<file path="config.mk">
export PLATFORM = sky130hd
export DESIGN_NAME = psl_strap_bank
export DESIGN_NICKNAME = d
export VERILOG_FILES = /design/src/rtl/psl_pkg.sv /design/src/rtl/psl_strap_bank.sv /design/src/rtl/psl_lane_mirror.sv
export SDC_FILE = /design/constraint.sdc
export NUM_CORES = 1
export LEC_CHECK = 0
export BUFFER_PORTS_ARGS = -buffer_cell sky130_fd_sc_hd__buf_2
export CORE_MARGIN = 2
export CORE_UTILIZATION = 46
export CTS_BUF_LIST = sky130_fd_sc_hd__clkbuf_4 sky130_fd_sc_hd__clkbuf_8
export DETAILED_ROUTE_END_ITERATION = 7
export PLACE_DENSITY = 0.81
export RECOVER_POWER = 25
export SYNTH_ARGS = -nofsm -noshare
export SYNTH_HDL_FRONTEND = slang
export SYNTH_SLANG_ARGS = --single-unit
</file>
<file path="constraint.sdc">
create_clock -name i_clk -period 1.6 [get_ports i_clk]
set_clock_uncertainty 0.05 [all_clocks]
set_input_delay 0.16 -clock i_clk [delete_from_list [all_inputs] [get_ports i_clk]]
set_output_delay 0.16 -clock i_clk [all_outputs]
set_load 0.1 [all_outputs]
</file>
<file path="src/rtl/psl_pkg.sv">
// Package with register map, field layout and reset values of the strap and lane configuration bank.
package psl_pkg;

  // Register indices; the byte address is four times the index.
  localparam logic [7:0] IDX_ROLE = 8'h25;
  localparam logic [7:0] IDX_MUX = 8'h26;
  localparam logic [7:0] IDX_REV = 8'h27;
  localparam logic [7:0] IDX_DEEMPH = 8'h28;
  localparam logic [11:0] ADDR_ROLE = {2'b00, IDX_ROLE, 2'b00};
  localparam logic [11:0] ADDR_MUX = {2'b00, IDX_MUX, 2'b00};
  localparam logic [11:0] ADDR_REV = {2'b00, IDX_REV, 2'b00};
  localparam logic [11:0] ADDR_DEEMPH = {2'b00, IDX_DEEMPH, 2'b00};

  // Implemented bits of each register; all other bits read as zero.
  localparam logic [31:0] MASK_ROLE = 32'h3800_0000;
  localparam logic [31:0] MASK_MUX = 32'hFFFF_FFFF;
  localparam logic [31:0] MASK_REV = 32'hFFFF_FFFF;
  localparam logic [31:0] MASK_DEEMPH = 32'h0003_FFFF;

  // Reset values.
  localparam logic [31:0] RST_ROLE = 32'h0000_0000;
  localparam logic [31:0] RST_MUX = 32'h02AA_3554;
  localparam logic [31:0] RST_REV = 32'hC000_0000;
  localparam logic [31:0] RST_DEEMPH = 32'h0003_FF7F;

  // Field positions in the role register.
  localparam int ROLE_LSB = 27;
  localparam int ROLE_W = 3;

  // Field positions in the lane mux register.
  localparam int TX_LANES = 6;
  localparam int RX_LANES = 8;
  localparam int RX_SEL_LSB = 12;
  localparam int RX_SEL_W = 2;
  localparam int LOAD_LSB = 28;
  localparam int CORES = 4;

  // Field positions in the lane reverse and clock gate register.
  localparam int REV_ALL_LSB = 0;
  localparam int REV_CORES = 3;
  localparam int PHY_REV_LSB = 3;
  localparam int PORTS = 10;
  localparam int LC_REV_LSB = 13;
  localparam int CLK_OFF_LSB = 23;
  localparam int ALT_SEL_LSB = 27;
  localparam int ALT_SEL_W = 3;
  localparam int ADV_HI_LSB = 30;
  localparam int ADV_HI_W = 2;

  // Field positions in the de-emphasis default register.
  localparam int ADV_LO_LSB = 0;
  localparam int ADV_LO_W = 8;
  localparam int SRC_LSB = 8;

  // Lane counts of the wide cores and of the narrow core.
  localparam int WIDE_LANES = 16;
  localparam int NARROW_LANES = 6;
  localparam int LANE_W = 4;

endpackage : psl_pkg

</file>
<file path="src/rtl/psl_strap_bank.sv">
// Strap, lane mapping and de-emphasis configuration bank with an APB slave.
`timescale 1ns/1ns
// Function
// One role bit per port group: 0 downstream, 1 upstream component.
// Six PHY lanes each have shift-by-one and shift-by-two transmit bits.
// Eight logic lanes each have a 2-bit receive source select field.
// Per-core active-low strap load bit; 0 lets straps load into core.
// Whole-core reversal on 16-lane cores mirrors lanes 0 and 15.
// Whole-core reversal on the six-lane core mirrors lanes 0 and 5.
// One PHY lane reversal bit per port, default off.
// One link controller lane reversal bit per port, default off.
// One clock force-off bit per core stops that core's link clock.
// Three-bit select makes alternate strength override strap strength.
// Per-port bit sets advertised de-emphasis default, 1 is -3.5dB.
// Per-port source bit: 1 core training logic chooses, 0 strap strength.
// Fields reset to defaults, read back writes, drive outputs directly.
module psl_strap_bank
  import psl_pkg::*;
(
  input wire logic i_clk,
  input wire logic i_rst_n,
  input wire logic i_ce,
  input wire logic i_psel,
  input wire logic i_penable,
  input wire logic i_pwrite,
  input wire logic [11:0] i_paddr,
  input wire logic [31:0] i_pwdata,
  input wire logic [3:0] i_pstrb,
  output logic [31:0] o_prdata,
  output logic o_pready,
  output logic o_pslverr,
  output logic [2:0] o_port_role,
  output logic [5:0] o_tx_lane_shift_one,
  output logic [5:0] o_tx_lane_shift_two,
  output logic [15:0] o_rx_lane_source_select,
  output logic [3:0] o_strap_load_n,
  output logic [2:0] o_core_lane_reverse_all,
  output logic [9:0] o_phy_port_lane_reverse,
  output logic [9:0] o_linkctl_port_lane_reverse,
  output logic [3:0] o_core_clock_force_off,
  output logic [2:0] o_alt_deemph_priority_sel,
  output logic [9:0] o_advertised_deemph_default,
  output logic [9:0] o_core_deemph_source_sel,
  input wire logic [11:0] i_logical_lane,
  output logic [11:0] o_mirrored_lane
);

  logic [31:0] role_r;
  logic [31:0] mux_r;
  logic [31:0] rev_r;
  logic [31:0] deemph_r;
  logic [31:0] prdata_r;
  logic err_r;
  logic cap_r;
  logic [31:0] byte_mask;
  logic [31:0] rd_nxt;
  logic hit;
  logic wr_go;
  logic wr_role;
  logic wr_mux;
  logic wr_rev;
  logic wr_deemph;

  // Byte enables widen to a bit mask, one lane of eight bits per strobe.
  genvar gb;
  generate
    for (gb = 0; gb < 4; gb++) begin : g_byte
      assign byte_mask[8*gb +: 8] = {8{i_pstrb[gb]}};
    end
  endgenerate

  // A write lands only at the completing edge of the access phase.
  assign wr_go = i_ce && i_psel && i_penable && cap_r && i_pwrite;
  assign wr_role = wr_go && (i_paddr == ADDR_ROLE);
  assign wr_mux = wr_go && (i_paddr == ADDR_MUX);
  assign wr_rev = wr_go && (i_paddr == ADDR_REV);
  assign wr_deemph = wr_go && (i_paddr == ADDR_DEEMPH);

  // Read decode; reserved bits come back as zero through the masks.
  always_comb begin
    hit = 1'b1;
    case (i_paddr)
      ADDR_ROLE: rd_nxt = role_r & MASK_ROLE;
      ADDR_MUX: rd_nxt = mux_r & MASK_MUX;
      ADDR_REV: rd_nxt = rev_r & MASK_REV;
      ADDR_DEEMPH: rd_nxt = deemph_r & MASK_DEEMPH;
      default: begin
        rd_nxt = 32'h0000_0000;
        hit = 1'b0;
      end
    endcase
  end

  // Role straps, one per port group.
  always_ff @(posedge i_clk or negedge i_rst_n) begin
    if (!i_rst_n) begin
      role_r <= RST_ROLE;
    end else if (wr_role) begin
      role_r <= (role_r & ~(byte_mask & MASK_ROLE)) | (i_pwdata & byte_mask & MASK_ROLE); // see
    end
  end

  // Lane mux settings and strap load strobes.
  always_ff @(posedge i_clk or negedge i_rst_n) begin
    if (!i_rst_n) begin
      mux_r <= RST_MUX; // see
    end else if (wr_mux) begin
      mux_r <= (mux_r & ~(byte_mask & MASK_MUX)) | (i_pwdata & byte_mask & MASK_MUX); // see
    end
  end

  // Lane reversal, clock gating and alternate de-emphasis priority.
  always_ff @(posedge i_clk or negedge i_rst_n) begin
    if (!i_rst_n) begin
      rev_r <= RST_REV; // see see
    end else if (wr_rev) begin
      rev_r <= (rev_r & ~(byte_mask & MASK_REV)) | (i_pwdata & byte_mask & MASK_REV); // see
    end
  end

  // Advertised de-emphasis defaults and de-emphasis source selects.
  always_ff @(posedge i_clk or negedge i_rst_n) begin
    if (!i_rst_n) begin
      deemph_r <= RST_DEEMPH; // see
    end else if (wr_deemph) begin
      deemph_r <= (deemph_r & ~(byte_mask & MASK_DEEMPH)) | (i_pwdata & byte_mask & MASK_DEEMPH);
    end
  end

  // Read data is captured one edge before pready, so the data output comes
  // from a flip-flop at the cost of a mandatory setup edge with i_ce high.
  always_ff @(posedge i_clk or negedge i_rst_n) begin
    if (!i_rst_n) begin
      prdata_r <= 32'h0000_0000;
      err_r <= 1'b0;
      cap_r <= 1'b0;
    end else if (i_ce) begin
      cap_r <= i_psel && !(i_penable && cap_r);
      if (i_psel) begin
        prdata_r <= i_pwrite ? 32'h0000_0000 : rd_nxt;
        err_r <= !hit;
      end
    end
  end

  // The answer is held off while the clock enable is low.
  assign o_pready = i_ce && cap_r;
  assign o_prdata = prdata_r;
  assign o_pslverr = o_pready && i_psel && i_penable && err_r;

  // Configuration outputs follow the stored bits directly.
  assign o_port_role = role_r[ROLE_LSB +: ROLE_W];
  assign o_strap_load_n = mux_r[LOAD_LSB +: CORES];
  assign o_core_lane_reverse_all = rev_r[REV_ALL_LSB +: REV_CORES];
  assign o_phy_port_lane_reverse = rev_r[PHY_REV_LSB +: PORTS];
  assign o_linkctl_port_lane_reverse = rev_r[LC_REV_LSB +: PORTS];
  assign o_core_clock_force_off = rev_r[CLK_OFF_LSB +: CORES];
  assign o_alt_deemph_priority_sel = rev_r[ALT_SEL_LSB +: ALT_SEL_W];
  assign o_core_deemph_source_sel = deemph_r[SRC_LSB +: PORTS];

  // The wide group's two ports sit at the top of one register, the rest below.
  assign o_advertised_deemph_default = {deemph_r[ADV_LO_LSB +: ADV_LO_W], rev_r[ADV_HI_LSB +: ADV_HI_W]};

  // Transmit shift pairs interleave per PHY lane.
  genvar gt;
  generate
    for (gt = 0; gt < TX_LANES; gt++) begin : g_tx
      assign o_tx_lane_shift_one[gt] = mux_r[2*gt];
      assign o_tx_lane_shift_two[gt] = mux_r[2*gt+1];
    end
  endgenerate

  // Receive select fields, one per logic lane.
  genvar gr;
  generate
    for (gr = 0; gr < RX_LANES; gr++) begin : g_rx
      assign o_rx_lane_source_select[RX_SEL_W*gr +: RX_SEL_W] = mux_r[RX_SEL_LSB+RX_SEL_W*gr +: RX_SEL_W];
    end
  endgenerate

  // Whole-core reversal acts alone; per-port bits do not enter the mirror.
  genvar gm;
  generate
    for (gm = 0; gm < REV_CORES; gm++) begin : g_mirror
      psl_lane_mirror #(
        .LANES((gm == REV_CORES - 1) ? NARROW_LANES : WIDE_LANES)
      ) u_mirror (
        .i_reverse(rev_r[REV_ALL_LSB + gm]), // see
        .i_lane(i_logical_lane[LANE_W*gm +: LANE_W]),
        .o_lane(o_mirrored_lane[LANE_W*gm +: LANE_W])
      );
    end
  endgenerate
endmodule : psl_strap_bank

</file>
<file path="src/rtl/psl_lane_mirror.sv">
// Lane number mirror for one core, used for whole-core lane reversal.
`timescale 1ns/1ns
module psl_lane_mirror #(
  parameter int LANES = 16
) (
  input wire logic i_reverse,
  input wire logic [3:0] i_lane,
  output logic [3:0] o_lane
);

  localparam logic [3:0] TOP_LANE = 4'(LANES - 1);

  // Lane numbers beyond the core width pass unchanged, since they do not exist.
  always_comb begin
    if (i_reverse && (i_lane <= TOP_LANE)) begin
      o_lane = TOP_LANE - i_lane;
    end else begin
      o_lane = i_lane;
    end
  end

endmodule : psl_lane_mirror

</file>
==> run_results.csv, run 1 <==
group,metric,value,unit
logic_synthesis,synth_area_leaders,"dfrtp_1 (43%), mux2_2 (19%), dfstp_2 (16%)",
drt,routed_via_density,5.627,
global_route,grt_pass1_vias,4747,
power,p_per_area,755.8,nW/um^2
timing,tns,-1156,ps
die,rows,38,
clock_network,htree_levels,4,
power,leakage,3.987,nW
logic_synthesis,yosysTopAreaCellShare,0.4301,
hold_path,hold_path_class,"in -> reg",
logic_synthesis,yosys_warnings,0,
run,max_cap_violations,0,
drt,drtPass1Iterations,6,
clock_network,clk_pin_slew,80,ps
place,placed_area,7076,um^2
clock_network,cts_made_buffers,17,
logic_synthesis,synth_area_leader_cell,"dfrtp_1",
clock_network,clock_sinks,119,
clock_network,clock_latency,440,ps
logic_synthesis,yosys.cell_types.count,36,
logic_synthesis,ys_seq_elements,119,
timing,tightest_slew,778.4,ps
final_layout,syn2layout_area_growth,62.51,%
drt,drc,0,
worst_setup_path,critPathCaptureType,"output port",
worst_setup_path,crit_type,"reg -> out",
final_layout,final_nets,724,
timing,hold-worst-slack,34.05,ps
die,dieArea,11990,um^2
timing,fmax,518.6,MHz
run_status,outcome,"complete, but fails checks",
die,initial_core_util,0.4723,
die,io_pins,197,
global_route,grt_pass1_wl,24950,um
global_route,antenna_found_initial,1,
final_layout,drive_gt1_frac,0.6338,
timing,setup_viol,18,
timing,timing.final.ws_setup,-328.1,ps
logic_synthesis,syn_area_per_cell,13.37,um^2
global_route,grt_overflow,0,
clock_network,cts_tree,"yes",
timing,drv_slew,0,
power,irDropWorstVdd,0.6168,mV
worst_setup_path,crit_fanout,3,
logic_synthesis,synth_area,5120,um^2
die,core_area,10840,um^2
place,hpwl,10350,um
drt,wl,16640,um
clock_network,clockBufferDepth,2,
logic_synthesis,syn-num-nets,451,
final_layout,diodes,0,
worst_setup_path,worst_ep_required_time,1390,ps
timing,final.min_clock_period,1928,ps
run_status,violations,"negative setup slack",
logic_synthesis,synth-seq-area-share,0.5892,
drt,first_iter_violations,352,
global_route,track_usage,0.2812,
timing,hold_viol_final,0,
logic_synthesis,synthFlopType,"dfrtp_1",
drt,ant_nets,0,
place,port_buffers,196,
worst_setup_path,arrival,1720,ps
final_layout,final_common_cell,"buf_2",
logic_synthesis,postSynthCellCount,383,
clock_network,cts_root_buf,"clkbuf_8",
place,place.gp.congestion,0.7832,
timing,period_share,1.205,
worst_setup_path,startpoint_type,"register",
global_route,grt_max_degree,56,
final_layout,final_cell_mix,"buf_2 (148), dfrtp_1 (88), mux2_4 (81), buf_4 (54), nand2_1 (39)",
logic_synthesis,async_flop_share,1.000,
timing,relSlewSlack,0.4810,
drt,wire_per_inst,20.56,um
final_layout,design_area,8320,um^2
drt,num_vias,4552,
die,chipWidth,109.5,um
die,die_h,109.5,um
logic_synthesis,synth-edff-count,0,
timing,rsz0062_at_grt,"yes",
synthesized netlist by cell type (2+ instances only):
| library cell | n |
|---|---|
| nor4_1 | 2 |
| ha_1 | 2 |
| nor2_2 | 10 |
| and2_1 | 2 |
| dfstp_2 | 31 |
| xor2_1 | 9 |
| inv_1 | 3 |
| a22o_1 | 2 |
| dfrtp_1 | 88 |
| o2bb2ai_1 | 2 |
| nor2b_1 | 2 |
| a222oi_1 | 18 |
| o21ai_0 | 12 |
| buf_2 | 2 |
| nand2_1 | 39 |
| a21o_1 | 2 |
| a22oi_1 | 14 |
| nand4_1 | 3 |
| clkbuf_1 | 14 |
| nor2_1 | 3 |
| mux2_2 | 87 |
| buf_4 | 4 |
| o21ai_1 | 19 |
final cells by class:
type	instances	area, um^2
inverter	3	11.26
fill	640	2520
timing repair buffer	274	2158
multi-input combinational	241	2567
clock buffer	22	296.5
sequential	119	3017
tap	140	175.2
clock inverter	10	95.09
critical path: stages (launching register included):
cell and delay, ps:
dfrtp_1 390, inv_2 60, a311oi_4 310, mux2_4 350, buf_12 170
power breakdown:
part           total [mW]  internal, mW  leakage [nW]  switching (mW)
registers            3.02          3.02          1.55         0.00356
logic               0.618         0.242          2.25           0.377
clock network        2.65          1.41         0.187            1.24
total                6.29          4.67          3.99            1.62
metrics by stage:
stage	utilization	std cells	power, mW	setup slack (ps)
detailed placement	0.6527	738	3.607	-267.8
floorplan	-	383	3.292	-96.24
global placement	0.6527	738	3.592	-193.8
finish	0.7675	809	6.288	-328.1
CTS	0.7606	807	6.294	-371.6
global route	0.7675	809	6.509	-403.2
what timing repair did:
item / CTS / global route
buffers inserted: 4 / 2
resized for setup: 115 / 22
pin swaps: 23 / 10
setup endpoints to repair: 124 / 98
endpoints found under the hold margin: 176 / 0
hold buffers: 33 / 0
logic make-up after synthesis:
logic type               after synthesis  share of synthesized area
flip-flops                           119                     0.5892
multiplexers                          87                     0.1913
AO/OA/AOI/OAI                         72                     0.1019
AND/OR/NAND/NOR                       71                    0.07698
buffers and inverters                 23                    0.02028
XOR/XNOR                               9                    0.01540
adder cells (fa/ha/maj)                2                   0.004887
routing by layer:
layer | track usage | routed length (um)
met3 | 0.08477 | 1116
met1 | 0.3121 | 6150
met2 | 0.4921 | 8719
met4 | 0.1338 | 636
met5 | 0 | 13
worst paths after layout:
path / startpoint / end / slack, ps / cells after the start
max in group asynchronous: i_rst_n / async pin / 250 / 3
min in group asynchronous: i_rst_n / async pin / 270 / 2
max reg2reg: cap_r / register / -40 / 6
min reg2reg: o_prdata[27] / o_prdata[27] / 430 / 2
min: i_ce / cap_r / 30 / 3
max: register / o_mirrored_lane[10] / -330 / 4
(Power assumes the default switching activity.)
==> inputs of run 2 (changes only) <==
--- a/config.mk
+++ b/config.mk
@@ -10,8 +10,10 @@
 export CORE_UTILIZATION = 46
 export CTS_BUF_LIST = sky130_fd_sc_hd__clkbuf_4 sky130_fd_sc_hd__clkbuf_8
 export DETAILED_ROUTE_END_ITERATION = 7
-export PLACE_DENSITY = 0.81
+export PLACE_DENSITY = 0.8
 export RECOVER_POWER = 25
+export SKIP_LAST_GASP = 1
 export SYNTH_ARGS = -nofsm -noshare
 export SYNTH_HDL_FRONTEND = slang
+export SYNTH_HIERARCHICAL = 1
 export SYNTH_SLANG_ARGS = --single-unit
==> run_results.csv, run 2 <==
group,metric,value,unit
logic_synthesis,synth_area,5356,um^2
final_layout,final_util,0.7206,
die,dieArea,12520,um^2
logic_synthesis,syn-num-nets,474,
timing,hold_viol_final,0,
logic_synthesis,synth_area_leader_cell,"dfrtp_1",
run,max_cap_violations,0,
die,io_pins,197,
place,port_buffers,196,
worst_setup_path,critPathCaptureType,"output port",
global_route,antenna_found_initial,0,
clock_network,clock_sinks,119,
clock_network,clockBufferDepth,2,
place,place.gp.congestion,0.8085,
drt,routed_via_density,5.476,
final_layout,drive_gt1_frac,0.6139,
final_layout,final_nets,744,
die,core_area,11370,um^2
logic_synthesis,synth_area_leaders,"dfrtp_1 (41%), mux2_2 (16%), dfstp_2 (15%)",
clock_network,cts_tree,"yes",
power,leakage,4.062,nW
timing,setup_viol,42,
power,irDropWorstVdd,0.5949,mV
drt,wl,16270,um
hold_path,worstHoldStart,"i_penable",
drt,ant_nets,0,
worst_setup_path,reg2reg_from,"cap_r",
worst_setup_path,rrSetupSlack,-120,ps
die,chipWidth,111.9,um
timing,fmax,565.8,MHz
logic_synthesis,yosys.cell_types.count,43,
logic_synthesis,ys_seq_elements,119,
drt,first_iter_violations,368,
global_route,track_usage,0.2617,
logic_synthesis,synthFlopType,"dfrtp_1",
drt,drc,0,
logic_synthesis,async_flop_share,1.000,
final_layout,fill_cells,773,
global_route,grt_overflow,0,
final_layout,final_common_cell,"buf_2",
worst_setup_path,startpoint_type,"register",
clock_network,clock_latency,430,ps
worst_setup_path,worst_ep_required_time,1390,ps
timing,final.min_clock_period,1767,ps
timing,drv_slew,0,
place,pre_cts_slack,-240.8,ps
global_route,grt_max_degree,67,
hold_path,hold_path_class,"in -> reg",
logic_synthesis,yosysMostFrequentCell,"dfrtp_1",
clock_network,clk_pin_slew,70,ps
logic_synthesis,syn_area_per_cell,13.19,um^2
global_route,grt_pass1_wl,25730,um
logic_synthesis,synth-edff-count,0,
final_layout,syn2layout_area_growth,52.95,%
place,hpwl,10840,um
logic_synthesis,netlist_top_cells_count,"dfrtp_1 (88), mux2_2 (77), nand2_1 (42)",
drt,wire_per_inst,19.55,um
final_layout,diodes,0,
die,initial_core_util,0.4711,
run_status,violations,"negative setup slack",
clock_network,htree_levels,4,
worst_setup_path,crit_type,"reg -> out",
timing,period_share,1.105,
timing,relSlewSlack,0.4191,
final_layout,final_cell_mix,"buf_2 (149), dfrtp_1 (85), buf_4 (67), mux2_4 (61), nand2_1 (40)",
logic_synthesis,yosys_warnings,6,
timing,rsz0062_at_grt,"yes",
clock_network,cts_root_buf,"clkbuf_8",
clock_network,cts_made_buffers,17,
die,rows,39,
die,die_h,111.9,um
timing,tightest_slew,871.4,ps
worst_setup_path,arrival,1560,ps
power,p_per_area,778.2,nW/um^2
drt,num_vias,4556,
run_status,outcome,"complete, but fails checks",
worst_setup_path,crit_fanout,3,
logic_synthesis,synth-seq-area-share,0.5632,
timing,timing.final.ws_setup,-167.4,ps
logic_synthesis,yosysTopAreaCellShare,0.4111,
logic_synthesis,postSynthCellCount,406,
global_route,grt_pass1_vias,4938,
drt,drtPass1Iterations,4,
[run 2: cell types whose count changed in the layout (fill, tap and decap cells not counted), moves of 5 or more]
cell,change
mux2_4,-20
a2bb2oi_1,+18
mux2_2,+18
mux2i_1,+18
o21ai_0,+18
o21ai_1,-18
buf_12,-17
a222oi_1,-15
buf_4,+13
nor2_4,-9
clkbuf_4,+7
nor3_2,+6
clkinvlp_4,-5
[run 2: power by group]
group / switching, mW / internal [mW]
logic: 0.395 / 0.272
clock network: 1.13 / 1.55
registers: 0.00359 / 3.02
[run 2: metrics by stage]
step | TNS (ps) | instance area, um^2 | power (mW) | hold WS [ps] | cells
after global placement | -19390 | 7121 | 3.646 | -66.65 | 763
after global routing | -7395 | 8193 | 6.595 | 44.30 | 832
final | -2235 | 8193 | 6.376 | 42.02 | 832
after floorplan | -4626 | 5588 | 3.337 | -185.6 | 406
after detailed placement | -20550 | 7121 | 3.657 | -66.30 | 763
after CTS | -1953 | 8035 | 6.408 | 8.048 | 831
[run 2: cell families (layout without fill, tap and decap cells)]
kind of cell / after synthesis / in the layout / synth area share
adders and majority gates: 2 / 2 / 0.004671
xor gates and xnor gates: 8 / 8 / 0.01308
buffers and inverters: 25 / 308 / 0.02359
DFF: 119 / 119 / 0.5632
AOI/OAI and AO/OA: 73 / 73 / 0.09297
muxes: 104 / 104 / 0.2198
and+or+nand+nor: 75 / 75 / 0.08269
[run 2: path summary, 6_finish.rpt]
path	endpoint	cells after the start
max in group asynchronous	async pin	3
max	o_mirrored_lane[11]	4
min reg2reg	o_prdata[14]	2
min	cap_r	3
min in group asynchronous	async pin	2
max reg2reg	register	4
[run 2: per-layer routing]
metal,global-route usage,vias up,share of wire
met2,0.4485,214,0.52
met4,0.09794,0,0.020
met1,0.3211,2292,0.40
met3,0.06478,33,0.061
met5,0,-,0
li1,-,2017,-
[run 2: area by class of cell]
class,instances,area [um^2],area share
clock buffer,29,355.3,0.04337
clock inverter,3,40.04,0.004887
inverter,2,7.507,0.0009163
multi-input combinational,262,2630,0.3210
sequential,119,3028,0.3696
tap,143,178.9,0.02184
timing repair buffer,274,1953,0.2384
[run 2: worst max-delay path: stages, from the launching register on]
cell,delay [ps]
dfrtp_4,480
buf_4,140
buf_4,130
a31o_2,210
buf_8,170
[run 2: repair_timing]
action / in CTS / in global routing
endpoints found under the hold margin: 182 / 0
resized for setup: 55 / 47
endpoints found under the setup margin: 119 / 92
buffers inserted: 2 / 2
pin swaps: 17 / 3
hold buffers: 34 / 0
